$ cat src/shared/dacctl_pkg.sv
package dacctl_pkg;
    localparam logic [31:0] DACCTL_ADDR_CONTROL = 32'hFFFF0600;
    localparam logic [31:0] DACCTL_ADDR_OUTPUT_VALUE = 32'hFFFF0604;
    localparam logic [15:0] DACCTL_CONTROL_RESET = 16'h0200;
    localparam logic [31:0] DACCTL_OUTPUT_VALUE_RESET = 32'h00000000;
    localparam logic [31:0] DACCTL_OUTPUT_VALUE_MASK = 32'h0FFFF000;
    localparam logic [15:0] DACCTL_CONTROL_MASK = 16'h03FF;
    localparam int DACCTL_CODE_HI = 27;
    localparam int DACCTL_CODE_LO = 16;
    localparam int DACCTL_EXTRA_HI = 15;
    localparam int DACCTL_EXTRA_LO = 12;
    localparam int DACCTL_BIT_POWERDOWN = 9;
    localparam int DACCTL_BIT_BUF_LOWPOWER = 8;
    localparam int DACCTL_BIT_AMPLIFIER = 7;
    localparam int DACCTL_BIT_BYPASS = 6;
    localparam int DACCTL_BIT_EDGE_SELECT = 5;
    localparam int DACCTL_BIT_OUTPUT_CLEAR = 4;
    localparam int DACCTL_BIT_INTERP = 3;
    localparam int DACCTL_BIT_RATE = 2;
    localparam int DACCTL_RANGE_HI = 1;
    localparam int DACCTL_RANGE_LO = 0;
    localparam logic [4:0] DACCTL_DIV_FAST = 5'h0F;
    localparam logic [4:0] DACCTL_DIV_SLOW = 5'h1F;
    typedef enum logic [1:0] {
        DACCTL_RANGE_INTERNAL = 2'h0,
        DACCTL_RANGE_EXTERNAL = 2'h1,
        DACCTL_RANGE_AUXILIARY = 2'h2,
        DACCTL_RANGE_SUPPLY = 2'h3
    } dacctl_range_type;
    typedef enum {
        DACCTL_MODE_NORMAL,
        DACCTL_MODE_INTERP,
        DACCTL_MODE_AMPLIFIER
    } dacctl_mode_type;
endpackage : dacctl_pkg

$ cat src/design/dacctl_divider.sv
`timescale 1ns/1ps
// Interpolation clock tick generator: one pulse every terminal+1 core cycles.
module dacctl_divider
    import dacctl_pkg::*;
(
    input wire logic clk,
    input wire logic rst_n,
    input wire logic enable,
    input wire logic [4:0] terminal,
    output logic tick
);
    logic [4:0] count;
    logic [4:0] next_count;
    logic next_tick;

    always_comb begin
        next_count = 5'h00;
        next_tick = 1'b0;
        if (enable) begin
            if (count >= terminal) begin
                next_tick = 1'b1;
            end else begin
                next_count = count + 5'h01;
            end
        end
    end

    always_ff @(posedge clk) begin
        if (!rst_n) begin
            count <= 5'h00;
            tick <= 1'b0;
        end else begin
            count <= next_count;
            tick <= next_tick;
        end
    end
endmodule : dacctl_divider

$ cat src/design/dacctl_top.sv
`timescale 1ns/1ps
// Summary of operation
// - Output value 32 bits, code 27:16.
// - Interpolation adds bits 15:12 as low bits.
// - Output value resets zero, drives converter.
// - Software picks one of four reference spans.
// - Three modes: normal, interpolated, amplifier.
// - Normal mode is 12-bit, buffer on unless bypass bit set.
// - Bypass bit disables buffer, direct output.
// - Interpolation gives 16 bits at chosen rate.
// - Range field encodes 11,10,01,00 spans.
// - Output clear zeros output and register.
// - Edge select picks core clock or timer.
// - Interp bit; rate bit picks /16 or /32.
module dacctl_top
    import dacctl_pkg::*;
(
    input wire logic CLK,
    input wire logic RST_N,
    input wire logic [31:0] ADDR,
    input wire logic [31:0] WDATA,
    input wire logic WR,
    input wire logic RD,
    output logic [31:0] RDATA,
    input wire logic TIMER_TICK,
    output logic [15:0] CONV_CODE,
    output logic CONV_LOAD,
    output logic CONV_POWERDOWN,
    output logic BUFFER_ENABLE,
    output logic BUFFER_LOWPOWER,
    output logic BUFFER_BYPASS,
    output logic BUFFER_AS_AMPLIFIER,
    output logic INTERP_ENABLE,
    output logic [1:0] RANGE_SELECT
);
    logic [15:0] converter_control;
    logic [31:0] dac_output_value;
    logic [15:0] next_converter_control;
    logic [31:0] next_dac_output_value;
    logic [31:0] next_rdata;
    logic [15:0] next_conv_code;
    logic next_conv_load;
    logic timer_meta;
    logic timer_sync;
    logic timer_prev;
    logic timer_fall;
    logic interp_tick;
    logic output_clear;
    logic [4:0] div_terminal;
    dacctl_mode_type mode;

    function automatic logic [15:0] build_code(input logic [31:0] value, input logic interp);
        logic [15:0] code;
        code = 16'h0000;
        code[15:4] = value[DACCTL_CODE_HI:DACCTL_CODE_LO];
        if (interp) begin
            code[3:0] = value[DACCTL_EXTRA_HI:DACCTL_EXTRA_LO];
        end
        return code;
    endfunction : build_code

    assign output_clear = ~converter_control[DACCTL_BIT_OUTPUT_CLEAR];

    always_comb begin
        if (converter_control[DACCTL_BIT_AMPLIFIER]) begin
            mode = DACCTL_MODE_AMPLIFIER;
        end else if (converter_control[DACCTL_BIT_INTERP]) begin
            mode = DACCTL_MODE_INTERP;
        end else begin
            mode = DACCTL_MODE_NORMAL;
        end
    end

    assign div_terminal = converter_control[DACCTL_BIT_RATE] ? DACCTL_DIV_FAST : DACCTL_DIV_SLOW;

    dacctl_divider u_divider (
        .clk(CLK),
        .rst_n(RST_N),
        .enable(mode == DACCTL_MODE_INTERP),
        .terminal(div_terminal),
        .tick(interp_tick)
    );

    // The timer comes from another block, so it is synchronised before edge detection.
    always_ff @(posedge CLK) begin
        if (!RST_N) begin
            timer_meta <= 1'b0;
            timer_sync <= 1'b0;
            timer_prev <= 1'b0;
        end else begin
            timer_meta <= TIMER_TICK;
            timer_sync <= timer_meta;
            timer_prev <= timer_sync;
        end
    end
    assign timer_fall = timer_prev & ~timer_sync;

    always_comb begin
        next_converter_control = converter_control;
        next_dac_output_value = dac_output_value;
        next_rdata = 32'h00000000;
        if (WR && ADDR == DACCTL_ADDR_CONTROL) begin
            next_converter_control = WDATA[15:0] & DACCTL_CONTROL_MASK;
        end
        if (WR && ADDR == DACCTL_ADDR_OUTPUT_VALUE) begin
            next_dac_output_value = WDATA & DACCTL_OUTPUT_VALUE_MASK;
        end
        if (!next_converter_control[DACCTL_BIT_OUTPUT_CLEAR]) begin
            next_dac_output_value = DACCTL_OUTPUT_VALUE_RESET;
        end
        if (RD) begin
            case (ADDR)
                DACCTL_ADDR_CONTROL: next_rdata = {16'h0000, converter_control};
                DACCTL_ADDR_OUTPUT_VALUE: next_rdata = dac_output_value;
                default: next_rdata = 32'h00000000;
            endcase
        end
    end

    // Loading is done on a core clock edge; a timer falling edge is detected after synchronisation and loads on the next edge.
    always_comb begin
        next_conv_load = 1'b0;
        case (mode)
            DACCTL_MODE_INTERP: next_conv_load = interp_tick;
            DACCTL_MODE_NORMAL: next_conv_load = converter_control[DACCTL_BIT_EDGE_SELECT]
                ? timer_fall : 1'b1;
            default: next_conv_load = 1'b0;
        endcase
        next_conv_code = CONV_CODE;
        if (output_clear) begin
            next_conv_code = 16'h0000;
        end else if (next_conv_load) begin
            next_conv_code = build_code(dac_output_value, mode == DACCTL_MODE_INTERP);
        end
    end

    always_ff @(posedge CLK) begin
        if (!RST_N) begin
            converter_control <= DACCTL_CONTROL_RESET;
            dac_output_value <= DACCTL_OUTPUT_VALUE_RESET;
            RDATA <= 32'h00000000;
            CONV_CODE <= 16'h0000;
            CONV_LOAD <= 1'b0;
        end else begin
            converter_control <= next_converter_control;
            dac_output_value <= next_dac_output_value;
            RDATA <= next_rdata;
            CONV_CODE <= next_conv_code;
            CONV_LOAD <= next_conv_load;
        end
    end

    assign RANGE_SELECT = converter_control[DACCTL_RANGE_HI:DACCTL_RANGE_LO];
    assign CONV_POWERDOWN = converter_control[DACCTL_BIT_POWERDOWN];
    assign BUFFER_ENABLE = ~converter_control[DACCTL_BIT_BYPASS];
    assign BUFFER_BYPASS = converter_control[DACCTL_BIT_BYPASS];
    assign BUFFER_LOWPOWER = converter_control[DACCTL_BIT_BUF_LOWPOWER];
    assign BUFFER_AS_AMPLIFIER = (mode == DACCTL_MODE_AMPLIFIER);
    assign INTERP_ENABLE = (mode == DACCTL_MODE_INTERP);
endmodule : dacctl_top

$ cat config.mk
export PLATFORM = sky130hd
export DESIGN_NAME = dacctl_top
export DESIGN_NICKNAME = d
export VERILOG_FILES = /design/src/shared/dacctl_pkg.sv /design/src/design/dacctl_divider.sv /design/src/design/dacctl_top.sv
export SDC_FILE = /design/constraint.sdc
export NUM_CORES = 1
export LEC_CHECK = 0
export BUFFER_PORTS_ARGS = -buffer_cell sky130_fd_sc_hd__buf_2
export CAP_MARGIN = 20
export CORE_UTILIZATION = 31
export CTS_CLUSTER_SIZE = 30
export DETAILED_ROUTE_END_ITERATION = 12
export PLACE_DENSITY_LB_ADDON = 0.15
export SETUP_SLACK_MARGIN = 0.5
export SLEW_MARGIN = 20
export SYNTH_ARGS = -nofsm -noshare
export SYNTH_HDL_FRONTEND = slang
export SYNTH_SLANG_ARGS = --single-unit
$ cat constraint.sdc
create_clock -name CLK -period 2.8 [get_ports CLK]
set_input_delay 0.28 -clock CLK [delete_from_list [all_inputs] [get_ports CLK]]
set_output_delay 0.28 -clock CLK [all_outputs]
set_load 0.01 [all_outputs]
==> flow_summary.yaml <==
floorplanning:
  chipWidth_um: 101.0
  io-pin-count: 126
  start_util: 0.3242
  core_area_mm2: 0.009371
  rows: 35
  die_h_um: 101.0
  die_area_mm2: 0.01020
cts:
  cts_buffers: 9
  cts_sinks: 78
  holdBufCountCts: 0
  clockBufferDepth: 2
  clkTransAtPathRegs_ns: 0.08
  post_cts_buffers: 0
  cts_tree: "built"
  htreeDepth: 3
  clock_latency_ns: 0.36
  cts_resized: 0
  root_buffer: "clkbuf_8"
synthesis:
  synth_top_area_share: 0.5140
  ys_async_sr_fraction: 0
  yosys_warnings: 0
  netlist_area_mm2: 0.003038
  yosysTopAreaCell: "dfxtp_1"
  synthDistinctLibCells: 39
  synth.area.top_cells: "dfxtp_1 (51%), and2_1 (6.4%), o31ai_1 (5.9%)"
  synth_edf_count: 0
  ys_seq_elements: 78
  yosysMostFrequentCell: "dfxtp_1"
  seq_area_frac_synth: 0.5140
  syn_inst: 301
  synth_common_cells: "dfxtp_1 (78), and2_1 (31), nand4_1 (27)"
  ys_dominant_reg_cell: "dfxtp_1"
  avgSynthCellArea_um2: 10.09
cells_and_area:
  regArea_mm2: 0.001562
  layout.nets: 479
  multi_input_area_mm2: 0.001331
  syn_to_final_growth_pct: 30.68
  drive_above_1_share: 0.3753
  fillCellCount: 945
  diodes: 0
placement:
  globalplace.congestion: 0.7146
  dpl.hpwl_um: 5356
  port_buffers: 113
min_path:
  min_from: "TIMER_TICK"
  hold_class: "input pin to flip-flop"
grt:
  grtUsageTotal: 0.1594
  grt_max_degree: 28
  antenna_found_initial: 1
  grt_pass1_vias: 2436
  grt_pass1_wl_um: 12180
  gr-total-overflow: 0
worst_setup_path:
  cp-startpoint: "ADDR[3]"
  critPathKind: "input pin to flip-flop"
  crit_fanout: 17
  worst_setup_path_start_kind: "input pin"
  reg2reg_from: "converter_control[3]"
  required_ns: 3.09
  cp.arrival_ns: 2.13
  critPathCaptureType: "flip-flop"
outcome:
  status: "complete, no violations"
sta:
  hold_violations: 0
  fin_crit_ns: 1.840
  slew_viol_final: 0
  setup_viol: 0
  post-route-period-util: 0.6572
  worst_pin_slew_ns: 0.6087
  clock_skew_ns: 0.008877
  max_freq_ghz: 0.5434
  rsz0062_at_grt: "false"
  finalSetupTns_ns: 0
  max-slew-margin-rel: 0.5932
  timing.hold.ws_ns: 0.1212
drt:
  post_drt_wl_per_cell_um: 14.64
  route.vias.total: 2594
  remaining_drc_errors: 0
  drtPass1Iterations: 4
  vias_per_cell: 4.786
  antenna_left: 0
  drt-initial-drc-count: 101
  wl_um: 7936
power:
  p_leak_nw: 1.705
  finalPower_mw: 2.259
  power.density_mw_per_mm2: 569.0
  vdd_drop_max_mv: 0.2858
flow_run:
  max-cap-violations: 0
report_power, final:
group          internal [mW]  switching, mW
Combinational         0.0377         0.0403
Sequential              1.11       0.000684
Clock                  0.641          0.429
placed cells by master (no fill, tap or decap), types with 2 or more instances in the layout:
master and instances:
o31ai_1 24, bufinv_16 3, a22oi_2 9, and2_1 31, buf_4 10, buf_2 113
nand2b_1 5, nand3_1 7, xor2_1 2, and4_1 2, clkbuf_8 11, nor4_1 4
conb_1 6, inv_1 4, nor2b_1 2, clkinvlp_4 2, a22oi_1 7, nor2_1 18
a21oi_1 12, nand2_1 6, or4_4 2, mux2i_1 12, ha_1 2, dfxtp_1 78
nand4_1 27
worst paths after layout:
kind | endpoint | slack [ns] | cells past startpoint
worst max-delay path | dac_output_value[14] | 0.96 | 5
worst min-delay path | timer_meta | 0.12 | 2
worst max register to register | CONV_CODE[13] | 1.29 | 5
worst min register to register | timer_sync | 0.44 | 1
layer usage:
metal	wire length, µm	share of wire	global-route usage
met5	0	0	0
met4	155	0.020	0.08361
met3	567	0.071	0.04785
met2	3597	0.45	0.2508
met1	3615	0.46	0.1963
stage by stage:
step	area (µm²)	util	worst slack, ns	cells
5_1_grt	3970	0.4236	0.8979	542
3_5_place_dp	3714	0.3963	0.5625	526
3_3_place_gp	3714	0.3963	0.5892	526
2_1_floorplan	3057	-	0.5802	306
6_report	3970	0.4236	0.9598	542
4_1_cts	3970	0.4236	0.9546	542
flip-flops by register name, indices dropped and copies added, names as in the netlist:
signal,count
timer_meta,1
RDATA,26
CONV_LOAD,1
CONV_CODE,16
u_divider.count,5
converter_control,10
u_divider.tick,1
timer_prev,1
dac_output_value,16
timer_sync,1
final cells by class:
| cell class | instances | area share |
|---|---|---|
| Multi-Input combinational cell | 191 | 0.3353 |
| Clock inverter | 5 | 0.02647 |
| Timing Repair Buffer | 123 | 0.1614 |
| Tap cell | 129 | 0.04066 |
| Inverter | 5 | 0.004727 |
| Clock buffer | 11 | 0.03813 |
| Sequential cell | 78 | 0.3933 |
cells by family after synthesis:
kind of cell,count (synthesis),synth area share
adders and majority gates,2,0.008236
muxes,12,0.03954
and+or+nand+nor,110,0.2154
AOI/OAI and AO/OA,58,0.1483
other,1,0.001234
buffers and inverters,37,0.06466
xor gates and xnor gates,3,0.008651
DFF,78,0.5140
worst max-delay path, stage by stage:
cell	delay [ns]
buf_2	0.09
or3_4	0.39
or4_4	0.44
or4_4	0.68
a22oi_1	0.23
No activity file was read; power rests on OpenSTA's default activity.
